**config.mk**
```make
export PLATFORM = sky130hd
export DESIGN_NAME = iss_slave
export DESIGN_NICKNAME = d
export VERILOG_FILES = /design/src/iss_pkg.sv /design/src/iss_slave.sv
export SDC_FILE = /design/constraint.sdc
export NUM_CORES = 1
export LEC_CHECK = 0
export BUFFER_PORTS_ARGS = -buffer_cell sky130_fd_sc_hd__buf_2
export CORE_MARGIN = 10
export CORE_UTILIZATION = 48
export CTS_BUF_LIST = sky130_fd_sc_hd__clkbuf_16
export DETAILED_ROUTE_END_ITERATION = 8
export PLACE_DENSITY = 0.7
export SKIP_LAST_GASP = 1
export SLEW_MARGIN = 0
export SYNTH_ARGS = -nofsm -noshare
export SYNTH_HDL_FRONTEND = slang
export SYNTH_SLANG_ARGS = --single-unit
```
**constraint.sdc**
```tcl
create_clock -name core_clk -period 3.6 [get_ports core_clk]
set_clock_uncertainty 0.15 [all_clocks]
set_input_delay 0.18 -clock core_clk [delete_from_list [all_inputs] [get_ports core_clk]]
set_output_delay 0.18 -clock core_clk [all_outputs]
set_load 0.03 [all_outputs]
```
**src/iss_pkg.sv**
```systemverilog
// constants and types shared by the two-wire slave block
// assumes a 32-bit classic wishbone register bus and a 100 MHz core clock
package iss_pkg;
  localparam logic [7:0] OFS_CTRL   = 8'h00;
  localparam logic [7:0] OFS_STAT   = 8'h04;
  localparam logic [7:0] OFS_DATA   = 8'h08;
  localparam logic [7:0] OFS_ADDR   = 8'h0C;
  localparam logic [7:0] OFS_TOC    = 8'h10;
  localparam logic [7:0] OFS_IRQ    = 8'h14;
  localparam logic [2:0] MODE_BUS   = 3'h6;
  localparam logic [2:0] MODE_POR   = 3'h7;
  localparam int         CTRL_MLSB  = 5;
  localparam int         CTRL_EN    = 1;
  localparam int         TOC_EN     = 7;
  localparam int         TOC_FLAG   = 6;
  localparam int         IRQ_EN     = 0;
  localparam int         IRQ_PEND   = 1;
  localparam logic [3:0] BYTE_BITS  = 4'h8;
  localparam logic [3:0] LAST_BIT   = 4'h7;
  // one time-out unit: 32 periods of the slow sub clock
  localparam int         TO_UNIT_NS = 1000000;
  localparam int         CLK_NS     = 10;
  localparam int         TO_UNIT_CYC = TO_UNIT_NS / CLK_NS;

  typedef struct packed {
    logic xfer_complete_flag;
    logic addr_match_flag;
    logic bus_busy_flag;
    logic slave_tx_select;
    logic ack_out_bit;
    logic master_rw_flag;
    logic wake_on_match_en;
    logic ack_in_flag;
  } iss_status_s;

  localparam iss_status_s STAT_POR = 8'h81;

  typedef struct packed {
    logic scl;
    logic sda;
  } iss_pins_s;

  typedef enum logic [7:0] {
    ST_IDLE = 8'h01,
    ST_ADDR = 8'h02,
    ST_AACK = 8'h04,
    ST_HOLD = 8'h08,
    ST_RX   = 8'h10,
    ST_RACK = 8'h20,
    ST_TX   = 8'h40,
    ST_TACK = 8'h80
  } iss_state_e;
endpackage

```
**src/iss_slave.sv**
```systemverilog
// two-wire bus slave: status/control flags, address match, stretch, time-out
// assumes open-drain pins resolved outside and a classic wishbone master
//
// Local design decisions: the placing of the registers and the Wishbone interface to the registers.
`timescale 1ns/10ps
`default_nettype none
module iss_slave #(
  parameter int TO_UNIT_CYC = iss_pkg::TO_UNIT_CYC
) (
  input  wire logic        core_clk,
  input  wire logic        rstn,
  input  wire logic [7:0]  wb_adr_i,
  input  wire logic [31:0] wb_dat_i,
  input  wire logic [3:0]  wb_sel_i,
  input  wire logic        wb_we_i,
  input  wire logic        wb_cyc_i,
  input  wire logic        wb_stb_i,
  output logic      [31:0] wb_dat_o,
  output logic             wb_ack_o,
  input  wire logic        scl_i,
  input  wire logic        sda_i,
  output logic             scl_o,
  output logic             scl_oe,
  output logic             sda_o,
  output logic             sda_oe,
  output logic             serial_irq,
  output logic             wake_req
);
  function automatic logic hit(input logic [7:0] a, input logic [7:0] o);
    return a == o;
  endfunction

  iss_pkg::iss_pins_s   s1, s2, s3;
  iss_pkg::iss_status_s stat, next_stat;
  iss_pkg::iss_state_e  st, next_st;
  logic [2:0]  mode, next_mode;
  logic        en, next_en;
  logic        ok_d;
  logic [7:0]  data, next_data;
  logic [7:0]  own, next_own;
  logic [7:0]  toc, next_toc;
  logic        irq_en, next_irq_en;
  logic        pend, next_pend;
  logic [3:0]  cnt, next_cnt;
  logic [7:0]  sh, next_sh;
  logic        sda_low, next_sda_low;
  logic        scl_low, next_scl_low;
  logic [16:0] pre, next_pre;
  logic [5:0]  tcnt, next_tcnt;
  logic [31:0] next_rdat;
  logic        tout;

  // pins pass two flip-flops; s3 only serves edge finding on s2
  always_ff @(posedge core_clk) begin
    if (!rstn) begin
      s1 <= 2'h3;
      s2 <= 2'h3;
      s3 <= 2'h3;
    end else begin
      s1 <= '{scl: scl_i, sda: sda_i};
      s2 <= s1;
      s3 <= s2;
    end
  end

  wire scl_rise = s2.scl & ~s3.scl;
  wire scl_fall = ~s2.scl & s3.scl;
  wire start    = s2.scl & s3.scl & s3.sda & ~s2.sda;
  wire stop     = s2.scl & s3.scl & ~s3.sda & s2.sda;
  wire bus_ok   = en & (mode == iss_pkg::MODE_BUS);
  wire acc      = wb_cyc_i & wb_stb_i & ~wb_ack_o;
  wire wr       = acc & wb_we_i & wb_sel_i[0];
  wire rd       = acc & ~wb_we_i;
  wire data_acc = (wr | rd) & hit(wb_adr_i, iss_pkg::OFS_DATA);
  wire addr_eq  = sh[6:0] == own[7:1];

  always_comb begin
    next_mode    = mode;
    next_en      = en;
    next_stat    = stat;
    next_data    = data;
    next_own     = own;
    next_toc     = toc;
    next_irq_en  = irq_en;
    next_pend    = pend;
    next_st      = st;
    next_cnt     = cnt;
    next_sh      = sh;
    next_sda_low = sda_low;
    next_scl_low = scl_low;
    next_pre     = pre;
    next_tcnt    = tcnt;
    tout         = 1'b0;
    next_rdat    = 32'h0;
    if (rd) begin
      if (hit(wb_adr_i, iss_pkg::OFS_CTRL)) begin
        next_rdat[7:0] = {mode, 3'h0, en, 1'b0};
      end else if (hit(wb_adr_i, iss_pkg::OFS_STAT)) begin
        next_rdat[7:0] = stat;
      end else if (hit(wb_adr_i, iss_pkg::OFS_DATA)) begin
        next_rdat[7:0] = data;
      end else if (hit(wb_adr_i, iss_pkg::OFS_ADDR)) begin
        next_rdat[7:0] = own;
      end else if (hit(wb_adr_i, iss_pkg::OFS_TOC)) begin
        next_rdat[7:0] = toc;
      end else if (hit(wb_adr_i, iss_pkg::OFS_IRQ)) begin
        next_rdat[7:0] = {6'h0, pend, irq_en};
      end
    end
    if (wr) begin
      if (hit(wb_adr_i, iss_pkg::OFS_CTRL)) begin
        next_mode = wb_dat_i[iss_pkg::CTRL_MLSB +: 3];
        next_en   = wb_dat_i[iss_pkg::CTRL_EN];
      end else if (hit(wb_adr_i, iss_pkg::OFS_STAT)) begin
        next_stat.slave_tx_select   = wb_dat_i[4];
        next_stat.ack_out_bit  = wb_dat_i[3];
        next_stat.wake_on_match_en = wb_dat_i[1];
      end else if (hit(wb_adr_i, iss_pkg::OFS_DATA)) begin
        next_data = wb_dat_i[7:0];
      end else if (hit(wb_adr_i, iss_pkg::OFS_ADDR)) begin
        next_own = wb_dat_i[7:0];
      end else if (hit(wb_adr_i, iss_pkg::OFS_TOC)) begin
        next_toc = wb_dat_i[7:0];
      end else if (hit(wb_adr_i, iss_pkg::OFS_IRQ)) begin
        next_irq_en = wb_dat_i[iss_pkg::IRQ_EN];
        if (wb_dat_i[iss_pkg::IRQ_PEND]) begin
          next_pend = 1'b0;
        end
      end
    end
    if (bus_ok && !ok_d) begin
      next_stat.xfer_complete_flag  = iss_pkg::STAT_POR.xfer_complete_flag;
      next_stat.addr_match_flag = 1'b0;
      next_stat.bus_busy_flag  = 1'b0;
      next_stat.master_rw_flag  = 1'b0;
      next_stat.ack_in_flag = iss_pkg::STAT_POR.ack_in_flag;
    end
    if (!bus_ok) begin
      next_st      = iss_pkg::ST_IDLE;
      next_sda_low = 1'b0;
      next_scl_low = 1'b0;
    end else if (stop) begin
      next_stat.bus_busy_flag = 1'b0;
      next_st       = iss_pkg::ST_IDLE;
      next_sda_low  = 1'b0;
      next_scl_low  = 1'b0;
    end else if (start) begin
      next_stat.bus_busy_flag  = 1'b1;
      next_stat.xfer_complete_flag  = 1'b0;
      next_stat.addr_match_flag = 1'b0;
      next_st        = iss_pkg::ST_ADDR;
      next_cnt       = 4'h0;
      next_sda_low   = 1'b0;
      next_scl_low   = 1'b0;
    end else begin
      case (st)
        iss_pkg::ST_ADDR: begin
          if (scl_rise) begin
            next_sh  = {sh[6:0], s2.sda};
            next_cnt = cnt + 4'h1;
            if (cnt == iss_pkg::LAST_BIT) begin
              next_stat.master_rw_flag = s2.sda;
              if (addr_eq) begin
                next_stat.addr_match_flag = 1'b1;
                next_pend      = 1'b1;
              end
            end
          end else if (scl_fall && cnt == iss_pkg::BYTE_BITS) begin
            if (stat.addr_match_flag) begin
              next_st      = iss_pkg::ST_AACK;
              next_sda_low = 1'b1;
            end else begin
              next_st = iss_pkg::ST_IDLE;
            end
          end
        end
        iss_pkg::ST_AACK: begin
          if (scl_fall) begin
            next_st      = iss_pkg::ST_HOLD;
            next_sda_low = 1'b0;
            next_scl_low = 1'b1;
          end
        end
        iss_pkg::ST_HOLD: begin
          if (data_acc) begin
            next_scl_low  = 1'b0;
            next_cnt      = 4'h0;
            next_stat.xfer_complete_flag = 1'b0;
            if (stat.slave_tx_select) begin
              next_st      = iss_pkg::ST_TX;
              next_sh      = next_data;
              next_sda_low = ~next_data[7];
            end else begin
              next_st = iss_pkg::ST_RX;
            end
          end
        end
        iss_pkg::ST_RX: begin
          if (scl_rise) begin
            next_sh  = {sh[6:0], s2.sda};
            next_cnt = cnt + 4'h1;
            if (cnt == iss_pkg::LAST_BIT) begin
              next_data     = {sh[6:0], s2.sda};
              next_stat.xfer_complete_flag = 1'b1;
              next_pend     = 1'b1;
            end
          end else if (scl_fall && cnt == iss_pkg::BYTE_BITS) begin
            next_st      = iss_pkg::ST_RACK;
            next_sda_low = ~stat.ack_out_bit;
          end
        end
        iss_pkg::ST_RACK: begin
          if (scl_fall) begin
            next_st        = iss_pkg::ST_RX;
            next_sda_low   = 1'b0;
            next_cnt       = 4'h0;
            next_stat.xfer_complete_flag  = 1'b0;
            next_stat.addr_match_flag = 1'b0;
          end
        end
        iss_pkg::ST_TX: begin
          if (scl_fall) begin
            next_cnt = cnt + 4'h1;
            next_sh  = {sh[6:0], 1'b0};
            if (cnt == iss_pkg::LAST_BIT) begin
              next_st      = iss_pkg::ST_TACK;
              next_sda_low = 1'b0;
            end else begin
              next_sda_low = ~sh[6];
            end
          end
        end
        iss_pkg::ST_TACK: begin
          if (scl_rise) begin
            next_stat.ack_in_flag = s2.sda;
            next_stat.xfer_complete_flag  = 1'b1;
            next_pend      = 1'b1;
          end else if (scl_fall) begin
            if (!stat.ack_in_flag) begin
              next_st        = iss_pkg::ST_TX;
              next_cnt       = 4'h0;
              next_sh        = data;
              next_sda_low   = ~data[7];
              next_stat.xfer_complete_flag  = 1'b0;
              next_stat.addr_match_flag = 1'b0;
            end else begin
              next_st = iss_pkg::ST_IDLE;
            end
          end
        end
        default: begin
          next_st = iss_pkg::ST_IDLE;
        end
      endcase
    end
    // time-out runs from the address match until the slave is back in ST_IDLE or ST_ADDR; scl falling restarts it
    if (!toc[iss_pkg::TOC_EN] || st == iss_pkg::ST_IDLE || st == iss_pkg::ST_ADDR || scl_fall) begin
      next_pre  = 17'h0;
      next_tcnt = 6'h0;
    end else if (pre == 17'(TO_UNIT_CYC - 1)) begin
      next_pre  = 17'h0;
      next_tcnt = tcnt + 6'h1;
      tout      = bus_ok && tcnt == toc[5:0];
    end else begin
      next_pre = pre + 17'h1;
    end
    if (tout) begin
      next_stat                   = iss_pkg::STAT_POR;
      next_toc[iss_pkg::TOC_EN]   = 1'b0;
      next_toc[iss_pkg::TOC_FLAG] = 1'b1;
      next_pend                   = 1'b1;
      next_st                     = iss_pkg::ST_IDLE;
      next_sda_low                = 1'b0;
      next_scl_low                = 1'b0;
      next_pre                    = 17'h0;
      next_tcnt                   = 6'h0;
    end
  end

  always_ff @(posedge core_clk) begin
    if (!rstn) begin
      mode     <= iss_pkg::MODE_POR;
      en       <= 1'b0;
      ok_d     <= 1'b0;
      stat     <= iss_pkg::STAT_POR;
      data     <= 8'h00;
      own      <= 8'h00;
      toc      <= 8'h00;
      irq_en   <= 1'b0;
      pend     <= 1'b0;
      st       <= iss_pkg::ST_IDLE;
      cnt      <= 4'h0;
      sh       <= 8'h00;
      sda_low  <= 1'b0;
      scl_low  <= 1'b0;
      pre      <= 17'h0;
      tcnt     <= 6'h0;
      wb_ack_o <= 1'b0;
      wb_dat_o <= 32'h0;
    end else begin
      mode     <= next_mode;
      en       <= next_en;
      ok_d     <= bus_ok;
      stat     <= next_stat;
      data     <= next_data;
      own      <= next_own;
      toc      <= next_toc;
      irq_en   <= next_irq_en;
      pend     <= next_pend;
      st       <= next_st;
      cnt      <= next_cnt;
      sh       <= next_sh;
      sda_low  <= next_sda_low;
      scl_low  <= next_scl_low;
      pre      <= next_pre;
      tcnt     <= next_tcnt;
      wb_ack_o <= acc;
      wb_dat_o <= next_rdat;
    end
  end

  assign scl_o      = 1'b0;
  assign sda_o      = 1'b0;
  assign scl_oe     = scl_low & bus_ok;
  assign sda_oe     = sda_low & bus_ok;
  assign serial_irq = pend & irq_en;
  assign wake_req   = stat.addr_match_flag & stat.wake_on_match_en;
endmodule
`default_nettype wire

```
## After elaboration in Yosys (flattened, before gate mapping)

Cells that the tools add are included.

| storage, ports and cells | value |
|---|---|
| bits in registers | 122 |
| input port bits | 51 |
| output and inout port bits | 39 |
| logic and storage cells | 292 |

| operators by class | value |
|---|---|
| add/sub/neg operators | 3 |
| eq/ne operators | 52 |
| multiplexer cells | 126 |
| bitwise gates (word level) | 39 |
| reduce and logical (&&, ||, !) cells | 36 |

Operators by type and width:

| cell | count |
|---|---|
| 8-bit two-way mux | 26 |
| 7-bit two-way mux | 15 |
| 1-bit two-way mux | 59 |
| 8-bit case mux with 7 select lines | 1 |
| 2-bit != test, second input constant | 18 |
| 3-bit != test, second input constant | 12 |
| 11-bit AND reduction | 3 |
| 4-bit two-way mux | 8 |
| 7-bit case mux with 4 select lines | 1 |
| 8-bit by 4-bit == test with 1-bit output, second input constant | 3 |
| 8-bit by 5-bit == test with 1-bit output, second input constant | 3 |
| 1-bit NOT | 20 |
| 4-bit case mux with 5 select lines | 1 |
| 1-bit bitwise AND | 18 |
| 17-bit by 1-bit adder with 17-bit output, second input constant | 1 |
| 17-bit == test, second input constant | 1 |
| 8-bit by 3-bit == test with 1-bit output, second input constant | 2 |
| 2-bit two-way mux | 7 |
| 13-bit AND reduction | 1 |
| 6-bit AND reduction | 2 |
| 6-bit nonzero test | 2 |
| 10-bit AND reduction | 1 |
| 3-bit two-way mux | 3 |
| 8-bit by 1-bit == test with 1-bit output, second input constant | 1 |
| 32 further kinds | 47 |

## Longest topological paths before layout

| depth | value |
|---|---|
| depth in word-level cells | 16 |
| depth in mapped cells | 9 |
| depth with buffers taken out | 7 |

## Worst setup path after synthesis

Ideal clock, no wire load.

| path | value |
|---|---|
| path kind | flip-flop to flip-flop |
| start | register st[0] |
| end | register cnt[2] |
| setup time | 0.074 ns |
| data arrival time | 2.265 ns |
| data required time | 3.376 ns |
| setup slack | 1.110 ns |
| stages on the path, launching flop included | 8 |
| buffers on the path | 1 |
| period minus slack after synthesis | 2.490 ns |
| path through | dfxtp_1 -> buf_4 -> nor4_4 -> o2111ai_2 -> a22o_1 -> a211o_1 -> or4_1 -> a31oi_1 |

| on the way | value |
|---|---|
| cells in the longest elaborated chain, start to end | 4 |
| elaborated cells between the ends (all ways) | 18 |
| classes of those cells | 13 x eq/ne; 2 x mux; 3 x reduce/logical |

Ends and longest elaborated chain:

| item | RTL line | text |
|---|---|---|
| start: declaration | iss_slave.sv:35 | `iss_pkg::iss_state_e st, next_st;` |
| start signal: assignment | iss_slave.sv:291 | `st <= iss_pkg::ST_IDLE;` |
| start signal: assignment | iss_slave.sv:310 | `st <= next_st;` |
| 8-bit by 2-bit == test with 1-bit output / 8-bit by 5-bit == test with 1-bit output (equally long branches) | iss_slave.sv:156 | `case (st)` |
| 2-bit OR reduction (no line) | -- |  |
| 3-bit by 1-bit != test with 1-bit output (no line) (tied with other cells) | -- |  |
| 10-bit AND reduction (no line) / 4-bit two-way mux (equally long branches) | -- |  |
| end signal: assignment | iss_slave.sv:311 | `cnt <= next_cnt;` |
| end: declaration | iss_slave.sv:44 | `logic [3:0] cnt, next_cnt;` |

Several ways; a longest one is shown, not always the timed one.
A chain may end at the register's enable or synchronous reset.

## Final worst setup path

| path | value |
|---|---|
| start | register st[7] |
| end | register sh[5] |

| on the way | value |
|---|---|
| cells in the longest elaborated chain, start to end | 4 |
| elaborated cells between the ends (all ways) | 16 |
| classes of those cells | 12 x eq/ne; 1 x mux; 3 x reduce/logical |

Ends and longest elaborated chain:

| item | RTL line | text |
|---|---|---|
| 8-bit by 2-bit == test with 1-bit output / 8-bit by 5-bit == test with 1-bit output (equally long branches) | iss_slave.sv:156 |  |
| 2-bit OR reduction (no line) | -- |  |
| 2-bit by 1-bit != test with 1-bit output (no line) / 4-bit nonzero test (equally long branches) | -- |  |
| 11-bit AND reduction (no line) | -- |  |
| end signal: assignment | iss_slave.sv:312 | `sh <= next_sh;` |
| end: declaration | iss_slave.sv:45 | `logic [7:0] sh, next_sh;` |

Several ways; a longest one is shown, not always the timed one.

==> metrics.yaml <==
outcome: "finished clean"
io_pins: 90
synth_cell_types: 64
overflow: 0
avgRoutedWirePerCell_um: 17.8
tritoncts: "done"
num_rows: 38
cp_max_fo: 14
critPathLaunch: "st[7]"
path_cells: "or4_4 > nor4_4 > nand2_2 > a2111oi_4 > nor2_1 > a311oi_1"
insertion_delay_ns: 0.35
h-tree-depth: 3
cts_buffers: 9
crit_path_top_delay_cell: "a2111oi_4"
drt_iter0_drc: 572
hp-start: "wb_dat_i[3]"
worst_slew_margin_rel_pct: 43.6
r2r-start: "st[7]"
fmaxAchievable_ghz: 0.324
required_ns: 3.69
synthCells: 628
grt_start_max_net_pins: 38
totalWireLength_mm: 14.3
rsz0062_at_grt: "false"
async_reset_ff_share_pct: 0
synth_seq_cells: 98
die_area_um2: 15600
antenna_found_initial: 0
tns_ns: 0
drv_slew: 0
drc: 0
critPathKind: "flip-flop to flip-flop"
clk_pin_slew_ns: 0.07
ant_nets: 0
synth_common_cells: "dfxtp_1, nor2_1, nand2_1"
synth_flop_cell: "dfxtp_1"
final.fill_count: 980
timing.rr.end: "sh[5]"
area_growth_pct: 9.75
dr_total_vias: 4788
grt_pass1_vias: 4487
synth_area_leader_cell: "dfxtp_1"
synth_most_common_cell: "dfxtp_1"
cp.arrival_ns: 3.18
holdPathStages: 3
syn-cell-area_um2: 5290
cpPeakStageDelay_ns: 0.83
ir_drop_mv: 0.311
diodes: 0
cp-end-kind: "flip-flop"
grtUsageTotal_pct: 17.2
initial_utilization_pct: 49.0
min_path_type: "primary input to flip-flop"
p_leak_uw: 0.00215
portBuffers: 36
ys_seq_area_share_pct: 37.1
core_um2: 10800
timing.final.crit_share_pct: 85.6
cap_violations: 0
layout-drive-gt1-share_pct: 11.3
dp_hpwl_mm: 10.5
final_nets: 712
final-setup-viol-count: 0
cts_root_buf: "clkbuf_16"
synthTopCellsByArea: "dfxtp_1, nor2_1, mux2i_1, nand2_1, buf_4"
power_density_nw_per_um2: 372
fin_crit_ns: 3.08
dr.pass1.iters: 5
synth_edf_count: 0
die_x_um: 125
final_cells: 802
cp-start-kind: "flip-flop"
yosys_warnings: 0
synthDominantCellAreaShare_pct: 37.1
die_h_um: 125
place_inst: 781
worst_pin_slew_ns: 0.847
clock_path_buffers: 2
final_hold_viol_count: 0
ff2ff_setup_slack_ns: 0.52
via_per_inst: 5.97
cts.sinks: 98
reg2reg_depth: 6
min_to: "stat[3]"
grt_pass1_wl_mm: 22.8
syn_area_per_cell_um2: 8.42
place.gp.congestion: 0.924
## cell families (layout without fill, tap and decap cells)
| kind of cell | Yosys count | after routing | share of synthesized area [%] |
|---|---|---|---|
| flip-flops | 98 | 98 | 37.1 |
| AO/OA/AOI/OAI | 111 | 111 | 15.0 |
| AND/OR/NAND/NOR | 281 | 281 | 28.1 |
| multiplexers | 28 | 28 | 5.32 |
| XOR/XNOR | 39 | 39 | 6.46 |
| buffers and inverters | 66 | 75 | 7.00 |
| adder cells (fa/ha/maj) | 4 | 4 | 0.946 |
| other | 1 | 26 | 0.0709 |
## cells in the final DEF (no fill, tap or decap), types with 3 or more instances in the layout
cell type,count
a21oi_1,26
o21ai_0,10
a31oi_1,9
and3b_1,3
or2_2,4
and3_1,6
a222oi_1,3
nor4_1,7
ha_1,4
a311oi_1,8
and4b_1,4
clkbuf_16,9
or4_1,7
dfxtp_1,98
nor2_1,88
nand4b_1,8
xnor2_1,16
a22oi_1,15
a211oi_1,9
buf_2,36
dlygate4sd3_1,5
nand4_1,11
mux2i_1,27
inv_1,12
a22o_1,4
buf_4,6
nor3_1,13
xor2_1,23
o211ai_1,3
nor2b_1,6
and2_1,6
nand2b_1,13
nor4_4,4
nand3_1,27
nand2_1,61
conb_1,26
## timing repair
item | 4_1_cts | 5_1_grt
gates resized for setup | 0 | 0
hold buffers | 5 | 0
hold endpoints to repair | 7 | 0
setup buffers | 0 | 0
## routing by layer
| layer | track usage (%) | vias to the layer above | routed length (um) |
|---|---|---|---|
| li1 | - | 2274 | - |
| met2 | 28.1 | 194 | 6910 |
| met4 | 6.57 | 0 | 331 |
| met5 | 0 | - | 0 |
| met1 | 21.6 | 2291 | 6130 |
| met3 | 3.84 | 29 | 924 |
## registers in the layout (all words and copies together), names as in the netlist, 2 cells and up
name and flops:
cnt 4, data 8, mode 3, own 8, pre 17, s1 2
s2 2, s3 2, sh 7, st 8, stat 8, tcnt 6
toc 8, wb_dat_o 8
## where the power goes
group          total (uW)  leakage [uW]  switching, uW  internal, uW
Clock                 953      0.000139            463           489
Sequential           1100      0.000791           7.70          1090
Combinational         113       0.00122           86.0          26.8
## worst max-delay path, delay by kind of cell, from the launching register on
kind / cells / cell delay [ns]
DFF: 1 / 0.41
and+or+nand+nor: 4 / 1.29
AOI/OAI and AO/OA: 2 / 1.13
## final cells by class
type | count | area [um^2] | area share, %
multi-input combinational | 489 | 3050 | 52.6
tap | 140 | 175 | 3.02
inverter | 12 | 45.0 | 0.776
sequential | 98 | 1960 | 33.8
clock inverter | 7 | 71.3 | 1.23
timing repair buffer | 47 | 275 | 4.74
clock buffer | 9 | 225 | 3.88
## worst max path at each step
stage	endpoint	slack, ns
4_1_cts	sh[5]	0.59
3_5_place_dp	sh[6]	0.64
3_3_place_gp	st[6]	0.68
6_report	sh[5]	0.52
2_1_floorplan	cnt[2]	1.11
5_1_grt	sh[0]	0.39
## stage by stage
| step | power, uW | worst slack [ns] | cell area [um^2] | hold slack [ns] | utilization [%] |
|---|---|---|---|---|---|
| global route | 2230 | 0.392 | 5800 | 0.0259 | 53.8 |
| floorplan | 1210 | 1.11 | 5380 | 0.104 | - |
| finish | 2160 | 0.518 | 5800 | 0.0238 | 53.8 |
| CTS | 2170 | 0.588 | 5800 | 0.00500 | 53.8 |
| detailed placement | 1230 | 0.641 | 5460 | 0.219 | 50.6 |
| global placement | 1220 | 0.684 | 5460 | 0.215 | 50.6 |
No activity file was read; power rests on OpenSTA's default activity.
